==> config.mk <==
export PLATFORM = sky130hd
export DESIGN_NAME = scc_clock_ctrl
export DESIGN_NICKNAME = d
export VERILOG_FILES = /design/src/verilog/scc_pkg.sv /design/src/verilog/scc_relock.sv /design/src/verilog/scc_clk_mux.sv /design/src/verilog/scc_clock_ctrl.sv
export SDC_FILE = /design/constraint.sdc
export NUM_CORES = 1
export LEC_CHECK = 0
export ABC_AREA = 1
export BUFFER_PORTS_ARGS = -buffer_cell sky130_fd_sc_hd__buf_4
export CORE_UTILIZATION = 59
export CTS_CLUSTER_DIAMETER = 50
export DETAILED_ROUTE_END_ITERATION = 7
export HOLD_SLACK_MARGIN = 0.03
export PLACE_DENSITY_LB_ADDON = 0.12
export SLEW_MARGIN = 20
export SYNTH_ARGS = -nofsm -noshare
export SYNTH_HDL_FRONTEND = slang
export SYNTH_SLANG_ARGS = --single-unit
==> constraint.sdc <==
create_clock -name clk_i -period 2.7 [get_ports clk_i]
set_input_delay 0.405 -clock clk_i [delete_from_list [all_inputs] [get_ports clk_i]]
set_output_delay 0.405 -clock clk_i [all_outputs]
set_load 0.02 [all_outputs]
==> src/verilog/scc_pkg.sv <==
// constants, types and crystal translation for the system clock controller
// assumes a single 125 MHz bus clock and software access over a plain port
package scc_pkg;

	localparam int unsigned ADDR_W = 8;
	localparam int unsigned DATA_W = 32;
	localparam int unsigned GATE_W = 32;
	localparam int unsigned NSYNC  = 5;

	// register offsets
	localparam logic [7:0] OFS_STATUS   = 8'h00;
	localparam logic [7:0] OFS_RUN_CFG  = 8'h04;
	localparam logic [7:0] OFS_XLATE    = 8'h08;
	localparam logic [7:0] OFS_RUN_EXT  = 8'h0C;
	localparam logic [7:0] OFS_RUN_GATE = 8'h10;
	localparam logic [7:0] OFS_SLP_GATE = 8'h14;
	localparam logic [7:0] OFS_DSL_GATE = 8'h18;
	localparam logic [7:0] OFS_DSL_CFG  = 8'h1C;

	// run_clock_config fields
	localparam int unsigned RC_MAIN_OSC_DIS = 0;
	localparam int unsigned RC_SRC_LO   = 4;
	localparam int unsigned RC_CRYSTAL_SELECT_LO  = 6;
	localparam int unsigned RC_BYPASS   = 11;
	localparam int unsigned RC_PWRDN    = 13;
	localparam int unsigned RC_USESYS   = 22;
	localparam int unsigned RC_DIV_LO   = 23;
	localparam int unsigned RC_AUTOGATE = 27;
	// run_clock_config_ext fields
	localparam int unsigned RX_SRC_LO   = 4;
	localparam int unsigned RX_BYPASS   = 11;
	localparam int unsigned RX_PWRDN    = 13;
	localparam int unsigned RX_DIV_LO   = 23;
	localparam int unsigned RX_USE      = 31;
	// deepsleep_clock_config and status fields
	localparam int unsigned DC_SRC_LO   = 4;
	localparam int unsigned ST_LOCK     = 0;
	localparam int unsigned ST_BUSY     = 1;
	localparam int unsigned ST_MODE_LO  = 2;
	localparam int unsigned ST_SRC_LO   = 5;

	localparam logic [31:0] RUN_CFG_RST  = 32'h0780_2AD1;
	localparam logic [31:0] RUN_EXT_RST  = 32'h0780_2810;
	localparam logic [31:0] GATE_RST     = 32'h0000_0040;
	localparam logic [31:0] DSL_CFG_RST  = 32'h0000_0000;

	// relock period in main oscillator cycles
	localparam logic [12:0] RELOCK_LOAD  = 13'h1200;
	localparam logic [5:0]  DS_DIV_BASE  = 6'h0F;
	localparam logic [5:0]  DS_DIV_EXT   = 6'h3F;

	typedef enum logic [2:0] {
		SRC_MAIN = 3'h0,
		SRC_INT  = 3'h1,
		SRC_INT4 = 3'h2,
		SRC_SLOW = 3'h3,
		SRC_RTC  = 3'h4,
		SRC_PLL  = 3'h5
	} scc_src_t;

	typedef enum logic [2:0] {
		PM_RUN      = 3'b000,
		PM_DS_ENTER = 3'b001,
		PM_DEEP     = 3'b011,
		PM_DS_EXIT  = 3'b010,
		PM_SLEEP    = 3'b100
	} scc_pmode_t;

	// source and divide value (value minus one) handed to the mux
	typedef struct packed {
		scc_src_t   sel;
		logic [5:0] div;
	} scc_mux_cfg_t;

	// crystal code to {multiplier[9:0], divider[3:0]} for a 400 MHz VCO
	function automatic logic [13:0] scc_xlate(input logic [3:0] code);
		case (code)
			4'h0: scc_xlate = {10'd400, 4'd1};
			4'h1: scc_xlate = {10'd217, 4'd1};
			4'h2: scc_xlate = {10'd200, 4'd1};
			4'h3: scc_xlate = {10'd651, 4'd4};
			4'h4: scc_xlate = {10'd447, 4'd4};
			4'h5: scc_xlate = {10'd217, 4'd2};
			4'h6: scc_xlate = {10'd100, 4'd1};
			4'h7: scc_xlate = {10'd293, 4'd3};
			4'h8: scc_xlate = {10'd407, 4'd5};
			4'h9: scc_xlate = {10'd80, 4'd1};
			4'hA: scc_xlate = {10'd625, 4'd8};
			4'hB: scc_xlate = {10'd200, 4'd3};
			4'hC: scc_xlate = {10'd521, 4'd8};
			4'hD: scc_xlate = {10'd217, 4'd4};
			4'hE: scc_xlate = {10'd50, 4'd1};
			default: scc_xlate = {10'd293, 4'd6};
		endcase
	endfunction

endpackage

==> src/verilog/scc_relock.sv <==
// relock timer: down counter stepped by main oscillator edges
// assumes tick_i is already synchronised and one bus cycle long
`timescale 1ns/1ps
module scc_relock (
	input  wire logic clk_i,
	input  wire logic sys_rst_i,
	input  wire logic tick_i,
	input  wire logic trig_i,
	output logic      ready_o,
	output logic      busy_o,
	output logic      lock_o
);
	import scc_pkg::*;

	logic [12:0] cnt;
	logic [12:0] next_cnt;
	logic        busy;
	logic        next_busy;
	logic        locked;
	logic        next_locked;
	logic        next_lock;

	always_comb begin
		next_cnt    = cnt;
		next_busy   = busy;
		next_locked = locked;
		next_lock   = 1'b0;
		if (trig_i) begin
			next_cnt  = RELOCK_LOAD;
			next_busy = 1'b1;
		end else if (busy && tick_i) begin
			next_cnt = cnt - 13'h0001;
			if (cnt == 13'h0001) begin
				next_busy   = 1'b0;
				next_locked = 1'b1;
				next_lock   = 1'b1;
			end
		end
	end

	always_ff @(posedge clk_i) begin
		if (sys_rst_i) begin
			cnt    <= 13'h0000;
			busy   <= 1'b0;
			locked <= 1'b0;
			lock_o <= 1'b0;
		end else begin
			cnt    <= next_cnt;
			busy   <= next_busy;
			locked <= next_locked;
			lock_o <= next_lock;
		end
	end

	// a trigger in this very cycle already voids readiness
	assign ready_o = locked && !busy && !trig_i;
	assign busy_o  = busy;

	AST_RELOCK_LOAD: assert property (@(posedge clk_i) disable iff (sys_rst_i)
		trig_i |=> (cnt == RELOCK_LOAD) && busy)
		else $error("relock counter not loaded");
	AST_RELOCK_STEP: assert property (@(posedge clk_i) disable iff (sys_rst_i)
		(busy && tick_i && !trig_i && cnt > 13'h0001) |=>
		cnt == $past(cnt) - 13'h0001 && busy)
		else $error("relock counter did not step");
	AST_LOCK_AT_ZERO: assert property (@(posedge clk_i) disable iff (sys_rst_i)
		lock_o |-> cnt == 13'h0000 && !busy && $past(busy))
		else $error("lock raised before counter expired");
	COV_RELOCK_DONE: cover property (@(posedge clk_i) disable iff (sys_rst_i)
		lock_o);
endmodule

==> src/verilog/scc_clk_mux.sv <==
// glitch-free source switch and divider for the system clock level
// assumes source levels are synchronised and much slower than clk_i
`timescale 1ns/1ps
module scc_clk_mux (
	input  wire logic                  clk_i,
	input  wire logic                  sys_rst_i,
	input  wire logic [5:0]            src_lvl_i,
	input  wire scc_pkg::scc_mux_cfg_t cfg_i,
	output logic                       clk_o,
	output logic                       tick_o,
	output logic                       busy_o
);
	import scc_pkg::*;

	scc_mux_cfg_t cur;
	scc_mux_cfg_t next_cur;
	logic [5:0]   cnt;
	logic [5:0]   next_cnt;
	logic [5:0]   half;
	logic         next_out;
	logic         next_tick;
	logic         prev;
	logic         next_prev;
	logic         lvl_cur;
	logic         switch_ok;

	assign lvl_cur   = src_lvl_i[cur.sel];
	assign half      = (cur.div >> 1) + 6'h01;
	// switch only with old output low and new source low: phases only grow
	assign switch_ok = (cfg_i != cur) && !clk_o && !src_lvl_i[cfg_i.sel];

	always_comb begin
		next_cur  = cur;
		next_cnt  = cnt;
		next_out  = clk_o;
		next_prev = lvl_cur;
		if (switch_ok) begin
			next_cur  = cfg_i;
			next_cnt  = cfg_i.div;
			next_out  = 1'b0;
			next_prev = 1'b0;
		end else if (cur.div == 6'h00) begin
			next_out = lvl_cur;
		end else if (lvl_cur && !prev) begin
			next_cnt = (cnt == cur.div) ? 6'h00 : cnt + 6'h01;
			next_out = next_cnt < half;
		end
		next_tick = next_out && !clk_o;
	end

	always_ff @(posedge clk_i) begin
		if (sys_rst_i) begin
			cur    <= '{sel: SRC_INT, div: 6'h00};
			cnt    <= 6'h00;
			clk_o  <= 1'b0;
			tick_o <= 1'b0;
			prev   <= 1'b0;
		end else begin
			cur    <= next_cur;
			cnt    <= next_cnt;
			clk_o  <= next_out;
			tick_o <= next_tick;
			prev   <= next_prev;
		end
	end

	assign busy_o = (cfg_i != cur);

	AST_SWITCH_ON_LOW: assert property (@(posedge clk_i) disable iff (sys_rst_i)
		(cur != $past(cur)) |-> !clk_o && !$past(clk_o))
		else $error("source switched with clock high");
	AST_NO_SHORT_HIGH: assert property (@(posedge clk_i) disable iff (sys_rst_i)
		$rose(clk_o) ##1 (cur != $past(cur)) |-> 1'b0)
		else $error("switch cut a high phase");
	COV_SWITCH: cover property (@(posedge clk_i) disable iff (sys_rst_i)
		cur.sel != $past(cur.sel));
endmodule

==> src/verilog/scc_clock_ctrl.sv <==
// system clock controller: source select, relock timing, mode gating
// assumes oscillator levels arrive from other domains; core signals on clk_i
//
// Implementation choices: the address-and-strobe port and the register addresses.
`timescale 1ns/1ps

module scc_clock_ctrl (
	input  wire logic               clk_i,
	input  wire logic               sys_rst_i,
	input  wire logic [7:0]         reg_addr_i,
	input  wire logic [31:0]        reg_wdata_i,
	input  wire logic               reg_wr_i,
	input  wire logic               reg_rd_i,
	output logic      [31:0]        reg_rdata_o,
	input  wire logic               internal_osc_i,
	input  wire logic               main_osc_i,
	input  wire logic               slow_osc_i,
	input  wire logic               rtc_osc_i,
	input  wire logic               pll_clk_i,
	input  wire logic               wait_for_interrupt_request_i,
	input  wire logic               deepsleep_en_i,
	input  wire logic               wake_irq_i,
	output logic                    sys_clk_o,
	output logic                    sys_tick_o,
	output logic                    cpu_clk_en_o,
	output logic      [31:0]        periph_clk_en_o,
	output logic                    pll_pwrdn_o,
	output logic      [13:0]        pll_translation_o,
	output logic                    main_osc_pwrdn_o,
	output logic                    slow_osc_en_o,
	output scc_pkg::scc_pmode_t     power_mode_o
);
	import scc_pkg::*;

	logic [NSYNC-1:0] raw;
	logic [NSYNC-1:0] sync1;
	logic [NSYNC-1:0] sync2;
	logic             main_osc_prev;
	logic             internal_osc_prev;
	logic [1:0]       internal_osc_cnt;
	logic             main_osc_tick;

	assign raw = {pll_clk_i, rtc_osc_i, slow_osc_i, main_osc_i,
		internal_osc_i};

	// oscillators are foreign domains: two flops before any use
	genvar gi;
	generate
		for (gi = 0; gi < NSYNC; gi++) begin : g_sync
			always_ff @(posedge clk_i) begin
				if (sys_rst_i) begin
					sync1[gi] <= 1'b0;
					sync2[gi] <= 1'b0;
				end else begin
					sync1[gi] <= raw[gi];
					sync2[gi] <= sync1[gi];
				end
			end
		end
	endgenerate

	always_ff @(posedge clk_i) begin
		if (sys_rst_i) begin
			main_osc_prev <= 1'b0;
			internal_osc_prev <= 1'b0;
			internal_osc_cnt  <= 2'b00;
		end else begin
			main_osc_prev <= sync2[1];
			internal_osc_prev <= sync2[0];
			internal_osc_cnt  <= internal_osc_cnt + {1'b0, sync2[0] & ~internal_osc_prev};
		end
	end
	assign main_osc_tick = sync2[1] & ~main_osc_prev;

	// registers
	logic [31:0] run_clock_config;
	logic [31:0] run_clock_config_ext;
	logic [31:0] run_gating_regs;
	logic [31:0] sleep_gating_regs;
	logic [31:0] deepsleep_gating_regs;
	logic [31:0] deepsleep_clock_config;
	logic        pll_lock_raw_status;
	logic [31:0] next_run_cfg;
	logic [31:0] next_run_ext;
	logic [31:0] next_run_gate;
	logic [31:0] next_slp_gate;
	logic [31:0] next_dsl_gate;
	logic [31:0] next_dsl_cfg;
	logic        next_lock_raw;
	logic [31:0] next_rdata;
	logic [13:0] next_xlate;
	logic        crystal_select_changed;
	logic        relock_trig;
	logic        relock_ready;
	logic        relock_busy;
	logic        relock_done;
	logic        pll_pd_eff;
	logic        pll_pd_prev;
	logic [2:0]  sys_src;
	scc_pmode_t  state;
	scc_pmode_t  next_state;

	assign crystal_select_changed = reg_wr_i && reg_addr_i == OFS_RUN_CFG &&
		reg_wdata_i[RC_CRYSTAL_SELECT_LO +: 4] != run_clock_config[RC_CRYSTAL_SELECT_LO +: 4];

	always_comb begin
		next_run_cfg  = run_clock_config;
		next_run_ext  = run_clock_config_ext;
		next_run_gate = run_gating_regs;
		next_slp_gate = sleep_gating_regs;
		next_dsl_gate = deepsleep_gating_regs;
		next_dsl_cfg  = deepsleep_clock_config;
		next_lock_raw = pll_lock_raw_status;
		next_rdata    = 32'h0000_0000;
		if (reg_wr_i) begin
			case (reg_addr_i)
				OFS_STATUS: begin
					if (reg_wdata_i[ST_LOCK])
						next_lock_raw = 1'b0;
				end
				OFS_RUN_CFG:  next_run_cfg  = reg_wdata_i;
				OFS_RUN_EXT:  next_run_ext  = reg_wdata_i;
				OFS_RUN_GATE: next_run_gate = reg_wdata_i;
				OFS_SLP_GATE: next_slp_gate = reg_wdata_i;
				OFS_DSL_GATE: next_dsl_gate = reg_wdata_i;
				OFS_DSL_CFG:  next_dsl_cfg  = reg_wdata_i;
				default: ;
			endcase
		end
		// a lock in the software clear cycle survives
		if (relock_done)
			next_lock_raw = 1'b1;
		// a lock from the old setting is void once a new relock starts
		if (relock_trig)
			next_lock_raw = 1'b0;
		if (reg_rd_i) begin
			case (reg_addr_i)
				OFS_STATUS: next_rdata = {24'h00_0000, sys_src, 1'b0,
					state[1:0], relock_busy, pll_lock_raw_status};
				OFS_RUN_CFG:  next_rdata = run_clock_config;
				OFS_XLATE:    next_rdata = {18'h0_0000, pll_translation_o};
				OFS_RUN_EXT:  next_rdata = run_clock_config_ext;
				OFS_RUN_GATE: next_rdata = run_gating_regs;
				OFS_SLP_GATE: next_rdata = sleep_gating_regs;
				OFS_DSL_GATE: next_rdata = deepsleep_gating_regs;
				OFS_DSL_CFG:  next_rdata = deepsleep_clock_config;
				default:      next_rdata = 32'h0000_0000;
			endcase
		end
		next_xlate = scc_xlate(run_clock_config[RC_CRYSTAL_SELECT_LO +: 4]);
	end

	always_ff @(posedge clk_i) begin
		if (sys_rst_i) begin
			run_clock_config       <= RUN_CFG_RST;
			run_clock_config_ext   <= RUN_EXT_RST;
			run_gating_regs        <= GATE_RST;
			sleep_gating_regs      <= GATE_RST;
			deepsleep_gating_regs  <= GATE_RST;
			deepsleep_clock_config <= DSL_CFG_RST;
			pll_lock_raw_status    <= 1'b0;
			reg_rdata_o            <= 32'h0000_0000;
			pll_translation_o      <= 14'h0000;
		end else begin
			run_clock_config       <= next_run_cfg;
			run_clock_config_ext   <= next_run_ext;
			run_gating_regs        <= next_run_gate;
			sleep_gating_regs      <= next_slp_gate;
			deepsleep_gating_regs  <= next_dsl_gate;
			deepsleep_clock_config <= next_dsl_cfg;
			pll_lock_raw_status    <= next_lock_raw;
			reg_rdata_o            <= next_rdata;
			pll_translation_o      <= next_xlate;
		end
	end

	// effective clock configuration
	logic         use_ext;
	logic         run_pd;
	logic         run_bypass;
	logic         autogate;
	logic         deep_act;
	logic         pll_was_on;
	logic         next_pll_was_on;
	logic [2:0]   raw_src;
	logic [2:0]   ds_src;
	logic [5:0]   run_div;
	scc_mux_cfg_t mux_cfg;
	logic         mux_busy;

	always_comb begin
		use_ext  = run_clock_config_ext[RX_USE];
		autogate = run_clock_config[RC_AUTOGATE];
		ds_src   = deepsleep_clock_config[DC_SRC_LO +: 3];
		deep_act = (state == PM_DS_ENTER) || (state == PM_DEEP);
		if (use_ext) begin
			raw_src    = run_clock_config_ext[RX_SRC_LO +: 3];
			run_pd     = run_clock_config_ext[RX_PWRDN];
			run_bypass = run_clock_config_ext[RX_BYPASS];
			run_div    = run_clock_config_ext[RX_DIV_LO +: 6];
		end else begin
			raw_src    = {1'b0, run_clock_config[RC_SRC_LO +: 2]};
			run_pd     = run_clock_config[RC_PWRDN];
			run_bypass = run_clock_config[RC_BYPASS];
			run_div    = run_clock_config[RC_USESYS] ?
				{2'b00, run_clock_config[RC_DIV_LO +: 4]} : 6'h00;
		end
		if (raw_src > SRC_RTC)
			raw_src = SRC_MAIN;
		// bypass passes the raw source undivided
		mux_cfg.sel = scc_src_t'(raw_src);
		mux_cfg.div = run_bypass ? 6'h00 : run_div;
		// PLL held off until relocked
		if (!run_bypass && !run_pd && relock_ready)
			mux_cfg.sel = SRC_PLL;
		if (deep_act) begin
			mux_cfg.sel = (ds_src == SRC_INT || ds_src == SRC_SLOW) ?
				scc_src_t'(ds_src) : SRC_MAIN;
			mux_cfg.div = pll_was_on ?
				(use_ext ? DS_DIV_EXT : DS_DIV_BASE) : 6'h00;
		end
		pll_pd_eff = run_pd || (deep_act && pll_was_on);
		sys_src    = mux_cfg.sel;
	end

	assign pll_pwrdn_o      = pll_pd_eff;
	assign main_osc_pwrdn_o = deep_act ? (mux_cfg.sel != SRC_MAIN) :
		run_clock_config[RC_MAIN_OSC_DIS];
	assign slow_osc_en_o    = (mux_cfg.sel == SRC_SLOW);
	assign relock_trig      = crystal_select_changed ||
		(pll_pd_prev && !pll_pd_eff);

	always_ff @(posedge clk_i) begin
		if (sys_rst_i)
			pll_pd_prev <= 1'b1;
		else
			pll_pd_prev <= pll_pd_eff;
	end

	scc_relock u_relock (
		.clk_i     (clk_i),
		.sys_rst_i (sys_rst_i),
		.tick_i    (main_osc_tick),
		.trig_i    (relock_trig),
		.ready_o   (relock_ready),
		.busy_o    (relock_busy),
		.lock_o    (relock_done)
	);

	scc_clk_mux u_mux (
		.clk_i     (clk_i),
		.sys_rst_i (sys_rst_i),
		.src_lvl_i ({sync2[4], sync2[3], sync2[2], internal_osc_cnt[1], sync2[0],
			sync2[1]}),
		.cfg_i     (mux_cfg),
		.clk_o     (sys_clk_o),
		.tick_o    (sys_tick_o),
		.busy_o    (mux_busy)
	);

	// power modes
	logic [31:0] next_periph;
	logic        next_cpu_en;

	always_comb begin
		next_state      = state;
		next_pll_was_on = pll_was_on;
		case (state)
			PM_RUN: begin
				if (wait_for_interrupt_request_i) begin
					next_state = deepsleep_en_i ? PM_DS_ENTER
						: PM_SLEEP;
					next_pll_was_on = deepsleep_en_i && !run_pd;
				end
			end
			PM_SLEEP: if (wake_irq_i) next_state = PM_RUN;
			// a source stuck high stalls here: software's duty
			PM_DS_ENTER: if (!mux_busy) next_state = PM_DEEP;
			PM_DEEP: if (wake_irq_i) next_state = PM_DS_EXIT;
			PM_DS_EXIT: begin
				// a pll in use must relock before the core restarts on it
				if (!mux_busy && (!pll_was_on || relock_ready)) begin
					next_state      = PM_RUN;
					next_pll_was_on = 1'b0;
				end
			end
			default: next_state = PM_RUN;
		endcase
		next_cpu_en = (next_state == PM_RUN);
		case (next_state)
			PM_RUN:   next_periph = run_gating_regs;
			PM_SLEEP: next_periph = autogate ? sleep_gating_regs
				: run_gating_regs;
			default:  next_periph = autogate ? deepsleep_gating_regs
				: run_gating_regs;
		endcase
	end

	always_ff @(posedge clk_i) begin
		if (sys_rst_i) begin
			state           <= PM_RUN;
			pll_was_on      <= 1'b0;
			cpu_clk_en_o    <= 1'b1;
			periph_clk_en_o <= GATE_RST;
		end else begin
			state           <= next_state;
			pll_was_on      <= next_pll_was_on;
			cpu_clk_en_o    <= next_cpu_en;
			periph_clk_en_o <= next_periph;
		end
	end
	assign power_mode_o = state;

	AST_RESET_SOURCE: assert property (@(posedge clk_i) disable iff (sys_rst_i)
		$fell(sys_rst_i) |-> mux_cfg.sel == SRC_INT && pll_pwrdn_o)
		else $error("reset did not select internal oscillator");
	AST_PLL_BLOCKED: assert property (@(posedge clk_i) disable iff (sys_rst_i)
		mux_cfg.sel == SRC_PLL |-> !relock_busy && !relock_trig)
		else $error("PLL selected during relock");
	AST_CRYSTAL_SELECT_RELOCK: assert property (@(posedge clk_i) disable iff (sys_rst_i)
		crystal_select_changed |=> relock_busy && !pll_lock_raw_status)
		else $error("crystal change did not relock");
	AST_SAME_CRYSTAL_SELECT: assert property (@(posedge clk_i) disable iff (sys_rst_i)
		(reg_wr_i && reg_addr_i == OFS_RUN_CFG && !crystal_select_changed &&
		!(pll_pd_prev && !pll_pd_eff)) |-> !relock_trig)
		else $error("unchanged crystal started relock");
	AST_POWERUP_RELOCK: assert property (@(posedge clk_i) disable iff (sys_rst_i)
		$fell(pll_pd_eff) |-> relock_trig ##1 relock_busy)
		else $error("PLL power-up did not relock");
	AST_SLEEP_GATE: assert property (@(posedge clk_i) disable iff (sys_rst_i)
		(state == PM_RUN && wait_for_interrupt_request_i && !deepsleep_en_i)
		|=> state == PM_SLEEP && !cpu_clk_en_o && periph_clk_en_o ==
		($past(autogate) ? $past(sleep_gating_regs) : $past(run_gating_regs)))
		else $error("sleep gating wrong");
	AST_DEEP_DIV: assert property (@(posedge clk_i) disable iff (sys_rst_i)
		(state == PM_DEEP && pll_was_on) |-> pll_pwrdn_o &&
		mux_cfg.div == (use_ext ? DS_DIV_EXT : DS_DIV_BASE))
		else $error("deep sleep divider not forced");
	AST_EXIT_ORDER: assert property (@(posedge clk_i) disable iff (sys_rst_i)
		(state == PM_DS_EXIT && mux_busy) |=> !cpu_clk_en_o)
		else $error("clocks resumed before restore");
	AST_WAKE: assert property (@(posedge clk_i) disable iff (sys_rst_i)
		(state == PM_SLEEP && wake_irq_i) |=> state == PM_RUN && cpu_clk_en_o)
		else $error("interrupt did not wake");
	AST_EXT_PRIO: assert property (@(posedge clk_i) disable iff (sys_rst_i)
		(use_ext && !deep_act) |-> pll_pd_eff == run_clock_config_ext[RX_PWRDN])
		else $error("extended field ignored");
	COV_DEEP_ROUND: cover property (@(posedge clk_i) disable iff (sys_rst_i)
		state == PM_DS_EXIT ##1 state == PM_RUN);
	COV_PLL_SEL: cover property (@(posedge clk_i) disable iff (sys_rst_i)
		mux_cfg.sel == SRC_PLL && !mux_busy);
	COV_SLEEP: cover property (@(posedge clk_i) disable iff (sys_rst_i)
		state == PM_SLEEP ##1 state == PM_RUN);
endmodule

==> results of run 1 <==
worst max-delay path, delay by kind of cell, from the launching register on:
family / cells / cell delay, ps
AO/OA/AOI/OAI: 2 / 210
buffers and inverters: 3 / 490
AND/OR/NAND/NOR: 14 / 1490
flip-flops: 1 / 330
final cells by class:
type                       count  area (um^2)
fill                        1864         6250
sequential                   325         6520
multi-input combinational   1346         6680
inverter                     216          816
antenna                        1         2.50
tap                          319          399
clock inverter                16          153
clock buffer                  48         1040
timing repair buffer         209         1760
per-layer routing:
layer	vias up	global-route usage, %	routed length [um]
met5	-	0	0
met4	0	16.1	1870
met3	143	6.00	4330
met2	763	57.5	20500
met1	6639	44.8	17600
li1	6867	-	-
placed cells by master (no fill, tap or decap), types with 8 or more instances in the layout:
cell type,n
nor2_2,9
ha_1,16
nand3_1,52
a21oi_1,166
o22ai_1,36
dfxtp_1,320
buf_4,194
nor2_1,267
a221oi_1,26
nor3_1,10
nand2_1,349
clkbuf_16,40
nand4_1,8
clkinv_2,8
nand2_2,23
buf_12,10
a31oi_1,14
o21ai_0,271
inv_1,202
o211ai_1,14
inv_2,9
cell families after synthesis:
| kind of cell | share of synthesized area, % |
|---|---|
| XOR/XNOR | 0.612 |
| flip-flops | 45.5 |
| adder cells (fa/ha/maj) | 1.40 |
| AO/OA/AOI/OAI | 21.8 |
| buffers and inverters | 9.08 |
| AND/OR/NAND/NOR | 21.6 |
how the worst max path moves through the flow:
| stage | slack [ps] | start | depth (start not counted) | endpoint |
|---|---|---|---|---|
| global route | -100 | run_clock_config_ext[31]$_SDFFE_PP0P_ | 20 | periph_clk_en_o[3]$_SDFF_PP0_ |
| global placement | 160 | run_clock_config_ext[31]$_SDFFE_PP0P_ | 18 | periph_clk_en_o[23]$_SDFF_PP0_ |
| detailed placement | 30 | reg_addr_i[0] | 22 | periph_clk_en_o[30]$_SDFF_PP0_ |
| CTS | 90 | run_clock_config_ext[31]$_SDFFE_PP0P_ | 20 | periph_clk_en_o[30]$_SDFF_PP0_ |
| finish | 30 | run_clock_config_ext[31]$_SDFFE_PP0P_ | 19 | periph_clk_en_o[1]$_SDFF_PP0_ |
| floorplan | 400 | power_mode_o[2]$_SDFF_PP0_ | 18 | periph_clk_en_o[2]$_SDFF_PP0_ |
registers in the layout (all words and copies together) (netlist names), 2 cells and up:
name and cells:
deepsleep_clock_config 32, deepsleep_gating_regs 32, internal_osc_cnt 2, periph_clk_en_o 32, pll_translation_o 14, power_mode_o 3
reg_rdata_o 32, run_clock_config 32, run_clock_config_ext 32, run_gating_regs 32, sleep_gating_regs 32, sync1 5
sync2 5, u_mux.cnt 6, u_mux.cur 9, u_relock.cnt 13
report_power, final:
group	total [mW]	internal, mW	switching [mW]
logic	1.27	0.470	0.798
clock network	4.93	2.91	2.01
registers	4.92	4.86	0.0563
per-stage QoR:
stage	instances	util [%]	TNS, ps	worst slack, ps
after floorplan	2000	-	0	403
after global placement	2406	67.1	0	155
after detailed placement	2406	67.1	0	29.3
after CTS	2470	72.2	0	93.9
after global routing	2479	73.5	-2290	-101
final	2480	73.5	0	34.9
timing repair:
item	in CTS	in global routing
gates resized for setup	0	62
endpoints found under the setup margin	0	45
buffers inserted	0	6
==> flow_metrics.py, run 1 <==
metrics = {
    "status": {
        "status": "completed",
    },
    "logic_synthesis": {
        "ys_top_cells_by_area": "dfxtp_1 (45%), nand2_1 (9.6%), o21ai_0 (9.5%)",
        "synth.avg_cell_area_um2": 7.16,
        "synth_cell_types": 52,
        "netlist.area_leader.share_pct": 45.5,
        "synth_ff_type": "dfxtp_1",
        "yosysWarningCount": 0,
        "netlist_area_um2": 14300,
        "ys_ff_latch": 325,
        "ys_seq_area_share_pct": 45.5,
        "synth_edf_count": 0,
        "syn-num-nets": 2068,
        "ys_top_cells_by_count": "nand2_1 (366), dfxtp_1 (325), nor2_1 (275)",
        "yosysMostFrequentCell": "nand2_1",
        "syn_inst": 2000,
        "synth_top_area_cell": "dfxtp_1",
        "postSynth.asyncResetShare_pct": 0,
    },
    "detailed_routing": {
        "wl_per_cell_um": 17.9,
        "drt-total-wl_mm": 44.3,
        "drtPass1Iterations": 6,
        "postRouteAntennaNets": 0,
        "num_vias": 14400,
        "via_per_inst": 5.81,
        "drcViolationCount": 0,
        "drt_iter0_markers": 1438,
    },
    "placed_design": {
        "post_dp_cell_area_um2": 15800,
        "post-dp-hpwl_mm": 28.2,
        "gp_congestion": 0.948,
        "portBuffers": 138,
    },
    "worst_setup_path": {
        "critPathMaxStageDelay_ps": 330,
        "crit_type": "reg2reg",
        "arrival_ps": 3060,
        "cp.required_ps": 3090,
        "cp_slowest_cell": "dfxtp_2",
        "cp-start-kind": "flop",
        "reg2reg_depth": 19,
        "crit_fanout": 13,
        "rrSetupSlack_ps": 30,
        "timing.rr.end": "periph_clk_en_o[1]$_SDFF_PP0_",
        "reg2reg_from": "run_clock_config_ext[31]$_SDFFE_PP0P_",
        "path_cells": "buf_6 -> nand2_2 -> o21ai_2 -> buf_4 -> nor2_2 -> nand4_4 -> nand2_2 -> nand2_2 -> nand2_1 -> nand2_1 -> nor2_2 -> nand2_1 -> nand2_1 -> nand2_2 -> nand3_4 -> nor2_8 -> buf_8 -> a21oi_1 -> nor2_1",
        "endpoint_kind": "flop",
    },
    "timing": {
        "fin_crit_sh_pct": 98.7,
        "finalHoldViolations": 0,
        "rsz0062_at_grt": "true",
        "fin_skew_ps": 14.8,
        "setup_viol": 0,
        "max-slew-margin-rel_pct": 54.8,
        "worst_slew_pin_slew_ps": 661,
        "clock.fmax_mhz": 375,
        "maxSlewViolCount": 0,
        "holdWs_ps": 97.8,
        "min_period_ps": 2670,
    },
    "clock_network": {
        "clock-sinks": 325,
        "clk_pin_slew_worst_paths_ps": 60,
        "cts_tree": "done",
        "cts_root_buf": "clkbuf_16",
        "clockBufferDepth": 3,
        "clkLatencyLatePin_ps": 510,
        "htree_levels": 2,
        "numCtsBuffers": 37,
        "cts_hold_buf": 0,
    },
    "floorplanning": {
        "num_io_pins": 139,
        "dieArea_um2": 24900,
        "die_w_um": 158,
        "rows": 56,
        "die_height_um": 158,
        "initial_utilization_pct": 60.6,
        "core_um2": 23600,
    },
    "worst_hold_path": {
        "hold_depth": 3,
        "min_path_type": "in2reg",
        "min_to": "sync1[0]$_SDFF_PP0_",
        "hold_path_startpoint": "internal_osc_i",
    },
    "power_and_ir_drop": {
        "power.density_nw_per_um2": 640,
        "ir_drop_mv": 0.624,
        "finalPower_mw": 11.1,
        "power_leakage_nw": 7.32,
    },
    "cells_and_area": {
        "postLayoutCellArea_um2": 17400,
        "syn_to_final_growth_pct": 21.3,
        "drive_gt1_share_pct": 16.3,
        "nets": 2203,
    },
    "grt": {
        "grt_max_degree": 90,
        "grt_use_total_pct": 35.0,
        "grt_pass1_vias": 13200,
        "antenna_found_initial": 2,
        "grt.overflow.total": 0,
        "grt_pass1_wl_mm": 68.3,
    },
    "flow_run": {
        "drv_cap": 0,
    },
}
(Power assumes the default switching activity.)
==> run 2: changes to the inputs <==
Settings changed: ABC_AREA 1 to 0.
==> run 2 against run 1 <==
Compared with the run above:
- the run now ends with setup timing left
- clock skew is 15 ps higher
- synthesized cell count is 17% lower
- area after synthesis is 3.7% lower
- non-clock buffer count is 71 higher
- routed wire length is 1.0% higher
- fmax is 13% lower
- critical path depth is 8 lower
- power is 9.9% higher
- cell area is 0.39% higher
- largest power group unchanged
==> flow_metrics.py, run 2 <==
metrics = {
    "grt": {
        "antenna_found_initial": 0,
        "grt_use_total_pct": 36.8,
        "grt_max_degree": 125,
        "grt_pass1_wl_mm": 69.4,
        "grt_pass1_vias": 12900,
        "grt.overflow.total": 0,
    },
    "power_and_ir_drop": {
        "ir_drop_mv": 0.549,
        "finalPower_mw": 12.2,
        "power.density_nw_per_um2": 701,
        "power_leakage_nw": 6.59,
    },
    "worst_setup_path": {
        "endpoint_kind": "flop",
        "path_cells": "mux2_2 -> a2111o_1 -> a21o_4 -> a32oi_2 -> o2bb2ai_4 -> o41a_1 -> a2111o_1 -> a31oi_4 -> buf_12 -> clkbuf_16 -> a221o_1",
        "cpMostUsedCell": "a2111o_1",
        "cp-start-kind": "flop",
        "cp_slowest_cell": "a2111o_1",
        "crit_fanout": 9,
        "cp.required_ps": 3120,
        "cp.buffers_inverters": 2,
        "critPathMaxStageDelay_ps": 430,
        "crit_type": "reg2reg",
        "arrival_ps": 3490,
        "path_delay_family": "compound AO/OA/AOI/OAI gates",
    },
    "timing": {
        "worst_slack_ps": -377,
        "setup_viol": 53,
        "clock.fmax_mhz": 325,
        "min_period_ps": 3080,
        "fin_crit_sh_pct": 114,
        "finalHoldViolations": 0,
        "fin_skew_ps": 30.0,
        "maxSlewViolCount": 0,
        "rsz0062_at_grt": "true",
        "worst_slew_pin_slew_ps": 686,
        "max-slew-margin-rel_pct": 54.3,
    },
    "placed_design": {
        "place_inst": 2111,
        "portBuffers": 138,
        "post-dp-hpwl_mm": 28.8,
        "place_ws_ps": -465,
        "gp_congestion": 0.911,
        "post_dp_cell_area_um2": 15900,
    },
    "logic_synthesis": {
        "synth_cell_types": 70,
        "syn_inst": 1664,
        "synth_edf_count": 0,
        "netlist_area_um2": 13800,
        "yosysWarningCount": 0,
        "syn-num-nets": 1732,
        "ys_ff_latch": 325,
        "synth.avg_cell_area_um2": 8.29,
        "yosysMostFrequentCell": "nand2_1",
        "ys_top_cells_by_area": "dfxtp_1 (47%), nand2_1 (12%), a21oi_1 (8.1%)",
        "synth_top_area_cell": "dfxtp_1",
        "ys_seq_area_share_pct": 47.2,
        "ys_top_cells_by_count": "nand2_1 (425), dfxtp_1 (325), a21oi_1 (223)",
        "synth_ff_type": "dfxtp_1",
        "netlist.area_leader.share_pct": 47.2,
        "postSynth.asyncResetShare_pct": 0,
    },
    "clock_network": {
        "clockBufferDepth": 3,
        "clock-sinks": 325,
        "clkLatencyLatePin_ps": 530,
        "cts_tree": "done",
        "numCtsBuffers": 36,
        "clk_pin_slew_worst_paths_ps": 60,
        "htree_levels": 2,
        "cts_root_buf": "clkbuf_16",
    },
    "floorplanning": {
        "die_height_um": 155,
        "rows": 55,
        "dieArea_um2": 24000,
        "core_um2": 22800,
        "num_io_pins": 139,
        "die_w_um": 155,
        "initial_utilization_pct": 60.5,
    },
    "detailed_routing": {
        "num_vias": 13400,
        "drt-total-wl_mm": 44.8,
        "drtPass1Iterations": 8,
        "drcViolationCount": 0,
        "drt_iter0_markers": 1387,
        "via_per_inst": 6.13,
        "wl_per_cell_um": 20.5,
        "postRouteAntennaNets": 0,
    },
    "cells_and_area": {
        "syn_to_final_growth_pct": 26.4,
        "postLayoutCellArea_um2": 17400,
        "nets": 1918,
        "layout_commonest_cell": "nand2_1",
        "final_cell_mix": "nand2_1 (424), dfxtp_1 (322), buf_4 (258)",
        "antenna_cells": 0,
        "drive_gt1_share_pct": 21.3,
        "stdcell_count": 2188,
    },
    "flow_run": {
        "drv_cap": 0,
    },
    "status": {
        "status": "finished with violations",
        "failed_checks": "setup timing",
    },
    "worst_hold_path": {
        "min_path_type": "in2reg",
    },
}
-- run 2: cell count changes after synthesis, moves of 26 or more --
cell / delta
inv_1: -190
a22oi_1: +73
o22ai_1: -31
nor2_1: -201
a221oi_1: -26
and2_1: +34
a21oi_1: +49
nand2_1: +59
o21ai_0: -251
a221o_1: +31
-- run 2: per-layer routing --
layer	routed length [um]	vias up	share of wire, %	track usage, %
li1	-	6140	-	-
met1	17300	6352	39	46.8
met2	21400	773	48	62.4
met3	4450	154	9.9	5.74
met4	1640	0	3.7	14.8
met5	0	-	0	0
-- run 2: per-stage QoR --
step | hold WS (ps) | utilization [%] | setup TNS [ps]
finish | 106 | 76.5 | -14920
floorplan | 413 | - | -7330
detailed placement | 427 | 69.8 | -19240
global route | 108 | 76.5 | -20320
CTS | 96.3 | 75.8 | -15060
global placement | 418 | 69.8 | -17860
-- run 2: timing repair --
action | CTS | global route
gates cloned | 0 | 2
pin swaps | 30 | 9
buffers inserted | 7 | 5
hold buffers | 0 | 0
gates resized for setup | 12 | 14
endpoints found under the setup margin | 51 | 52
-- run 2: final timing paths --
path	cells past startpoint	from	to	slack (ps)
setup reg to reg	11	run_clock_config_ext[31]$_SDFFE_PP0P_	periph_clk_en_o[13]$_SDFF_PP0_	-380
hold / removal	2	internal_osc_i	sync1[0]$_SDFF_PP0_	110
hold reg to reg	1	sync1[2]$_SDFF_PP0_	sync2[2]$_SDFF_PP0_	440
setup / recovery	11	run_clock_config_ext[31]$_SDFFE_PP0P_	periph_clk_en_o[13]$_SDFF_PP0_	-380
-- run 2: layout make-up --
| cell class | instances | area [um^2] |
|---|---|---|
| inverters | 17 | 63.8 |
| repair buffers | 280 | 2350 |
| clock buffers | 49 | 1060 |
| multi-input cells | 1190 | 6850 |
| clock inverters | 14 | 194 |
| fillers | 1630 | 5350 |
| well taps | 313 | 392 |
| flip-flops and latches | 325 | 6520 |
-- run 2: cells by family after synthesis --
family	synth area share (%)
simple gates	21.3
compound gates	20.4
flops	47.2
buf+inv	4.58
mux	3.22
xor+xnor	1.84
fa+ha+maj	1.45
-- run 2: where the power goes --
part           switching (mW)  internal, mW
Clock                    2.00          3.15
Combinational            1.00          1.02
Sequential              0.141          4.90
Total                    3.14          9.07
==> run 3: changes to the inputs <==
Settings changed: CORE_UTILIZATION 59 to 32, SLEW_MARGIN 20 to unset.
==> run 3 against run 2 <==
Compared with the run above:
- the flow still finishes with violations (setup timing)
- setup slack worse by 110 ps
- routed wire length up 13%
- clock-buffer cell count up 12
- fmax down 3.6%
- die area up 83%
- utilization down 34 points
- via count down 3.0%
- sequential share of layout area down 1.5 points
==> flow_metrics.py, run 3 (synthesis results as in run 2) <==
metrics = {
    "timing": {
        "worst_slew_pin_slew_ps": 791,
        "worst_slack_ps": -490,
        "finalHoldViolations": 0,
        "maxSlewViolCount": 0,
        "fin_crit_sh_pct": 118,
        "holdWs_ps": 58.5,
        "clock.fmax_mhz": 313,
        "min_period_ps": 3190,
        "setup_viol": 52,
        "max-slew-margin-rel_pct": 47.3,
        "fin_skew_ps": 13.7,
        "rsz0062_at_grt": "true",
    },
    "worst_setup_path": {
        "cp-start-kind": "flop",
        "crit_type": "reg2reg",
        "cpMostUsedCell": "buf_6",
        "cp_slowest_cell": "o41a_1",
        "endpoint_kind": "flop",
        "crit_fanout": 31,
        "reg2reg_from": "run_clock_config_ext[31]$_SDFFE_PP0P_",
        "arrival_ps": 3630,
        "timing.rr.end": "periph_clk_en_o[26]$_SDFF_PP0_",
        "path_cells": "buf_6 -> nand3b_1 -> a211o_1 -> a22o_1 -> a221oi_2 -> nand4_1 -> o41a_1 -> buf_6 -> a211oi_4 -> nor4_4 -> buf_12 -> a221o_1",
        "critPathMaxStageDelay_ps": 430,
        "cp.required_ps": 3140,
        "rrSetupSlack_ps": -490,
        "reg2reg_depth": 12,
        "path_delay_family": "compound AO/OA/AOI/OAI gates",
        "cp.buffers_inverters": 3,
    },
    "cells_and_area": {
        "antenna_cells": 0,
        "final_cell_mix": "nand2_1 (424), dfxtp_1 (322), buf_4 (273)",
        "syn_to_final_growth_pct": 31.7,
        "nets": 1953,
        "layout_commonest_cell": "nand2_1",
        "drive_gt1_share_pct": 23.2,
        "post-route-util_pct": 43.0,
        "postLayoutCellArea_um2": 18200,
    },
    "detailed_routing": {
        "drtPass1Iterations": 5,
        "drt-total-wl_mm": 50.8,
        "drcViolationCount": 0,
        "postRouteAntennaNets": 0,
        "drt_iter0_markers": 1014,
        "via_per_inst": 5.31,
        "num_vias": 13000,
        "wl_per_cell_um": 20.7,
    },
    "grt": {
        "antenna_found_initial": 0,
        "grt_pass1_wl_mm": 76.9,
        "grt.overflow.total": 0,
        "grt_use_total_pct": 23.0,
        "grt_max_degree": 66,
        "grt_pass1_vias": 12600,
    },
    "placed_design": {
        "post_dp_cell_area_um2": 16300,
        "post-dp-hpwl_mm": 34.0,
        "portBuffers": 138,
        "gp_congestion": 0.884,
    },
    "floorplanning": {
        "initial_utilization_pct": 32.6,
        "rows": 75,
        "die_w_um": 210,
        "core_um2": 42200,
        "dieArea_um2": 43900,
        "die_height_um": 210,
        "num_io_pins": 139,
    },
    "power_and_ir_drop": {
        "ir_drop_mv": 0.390,
        "power_leakage_nw": 6.81,
        "power.density_nw_per_um2": 710,
    },
    "clock_network": {
        "numCtsBuffers": 43,
        "clockBufferDepth": 3,
        "htree_levels": 2,
        "clock-sinks": 325,
        "clk_pin_slew_worst_paths_ps": 60,
        "cts_hold_buf": 0,
        "cts_root_buf": "clkbuf_16",
        "clkLatencyLatePin_ps": 560,
        "cts_tree": "done",
    },
    "status": {
        "failed_checks": "setup timing",
        "status": "finished with violations",
    },
    "worst_hold_path": {
        "hold_depth": 2,
        "min_to": "sync1[2]$_SDFF_PP0_",
        "hold_path_startpoint": "slow_osc_i",
        "min_path_type": "in2reg",
    },
    "flow_run": {
        "drv_cap": 0,
    },
}
## run 3: worst max-delay path by stage
stage	start	endpoint	slack (ps)	cells past startpoint
finish	run_clock_config_ext[31]$_SDFFE_PP0P_	periph_clk_en_o[26]$_SDFF_PP0_	-490	12
global route	run_clock_config_ext[31]$_SDFFE_PP0P_	periph_clk_en_o[8]$_SDFF_PP0_	-600	12
CTS	run_clock_config_ext[31]$_SDFFE_PP0P_	periph_clk_en_o[13]$_SDFF_PP0_	-520	12
detailed placement	run_clock_config_ext[31]$_SDFFE_PP0P_	periph_clk_en_o[9]$_SDFF_PP0_	-590	11
global placement	run_clock_config_ext[31]$_SDFFE_PP0P_	periph_clk_en_o[11]$_SDFF_PP0_	-530	10
floorplan	power_mode_o[2]$_SDFF_PP0_	periph_clk_en_o[0]$_SDFF_PP0_	-210	11
## run 3: per-layer routing
| layer | routed length, um | up-vias | GRT usage (%) |
|---|---|---|---|
| met5 | 0 | - | 0 |
| met4 | 1270 | 0 | 6.87 |
| met1 | 23000 | 6230 | 32.0 |
| met3 | 3420 | 83 | 3.73 |
| li1 | - | 6236 | - |
| met2 | 23200 | 465 | 36.6 |
## run 3: final cells by class
class                      instances  area (um^2)
fill                            4198        24100
multi-input combinational       1190         6930
sequential                       325         6520
timing repair buffer             308         2610
clock buffer                      61         1270
tap                              539          674
clock inverter                    13         95.1
inverter                          17         63.8
## run 3: stage by stage
stage | setup WS, ps | std cells | power [mW] | setup TNS, ps
5_1_grt | -602 | 2453 | 13.4 | -25370
3_5_place_dp | -586 | 2354 | 6.86 | -24220
4_1_cts | -519 | 2453 | 12.9 | -20600
2_1_floorplan | -210 | 1664 | 6.23 | -7330
3_3_place_gp | -535 | 2354 | 6.84 | -22510
6_report | -490 | 2453 | 12.9 | -19710
## run 3: timing repair
item / CTS / global route
setup buffers: 22 / 3
cloned: 3 / 0
setup endpoints to repair: 52 / 54
pin swaps: 23 / 20
gates resized for setup: 46 / 20
## run 3: power by group
group          internal (mW)  switching [mW]
Combinational           1.19            1.17
Sequential              4.90           0.142
Clock                   3.27            2.21
Total                   9.36            3.53
## run 3: worst register-to-register path, cell delays in order (launching register included)
cell and delay, ps:
dfxtp_4 360, buf_6 130, nand3b_1 180, a211o_1 290, a22o_1 240, a221oi_2 290
nand4_1 130, o41a_1 430, buf_6 140, a211oi_4 230, nor4_4 70, buf_12 200
a221o_1 380
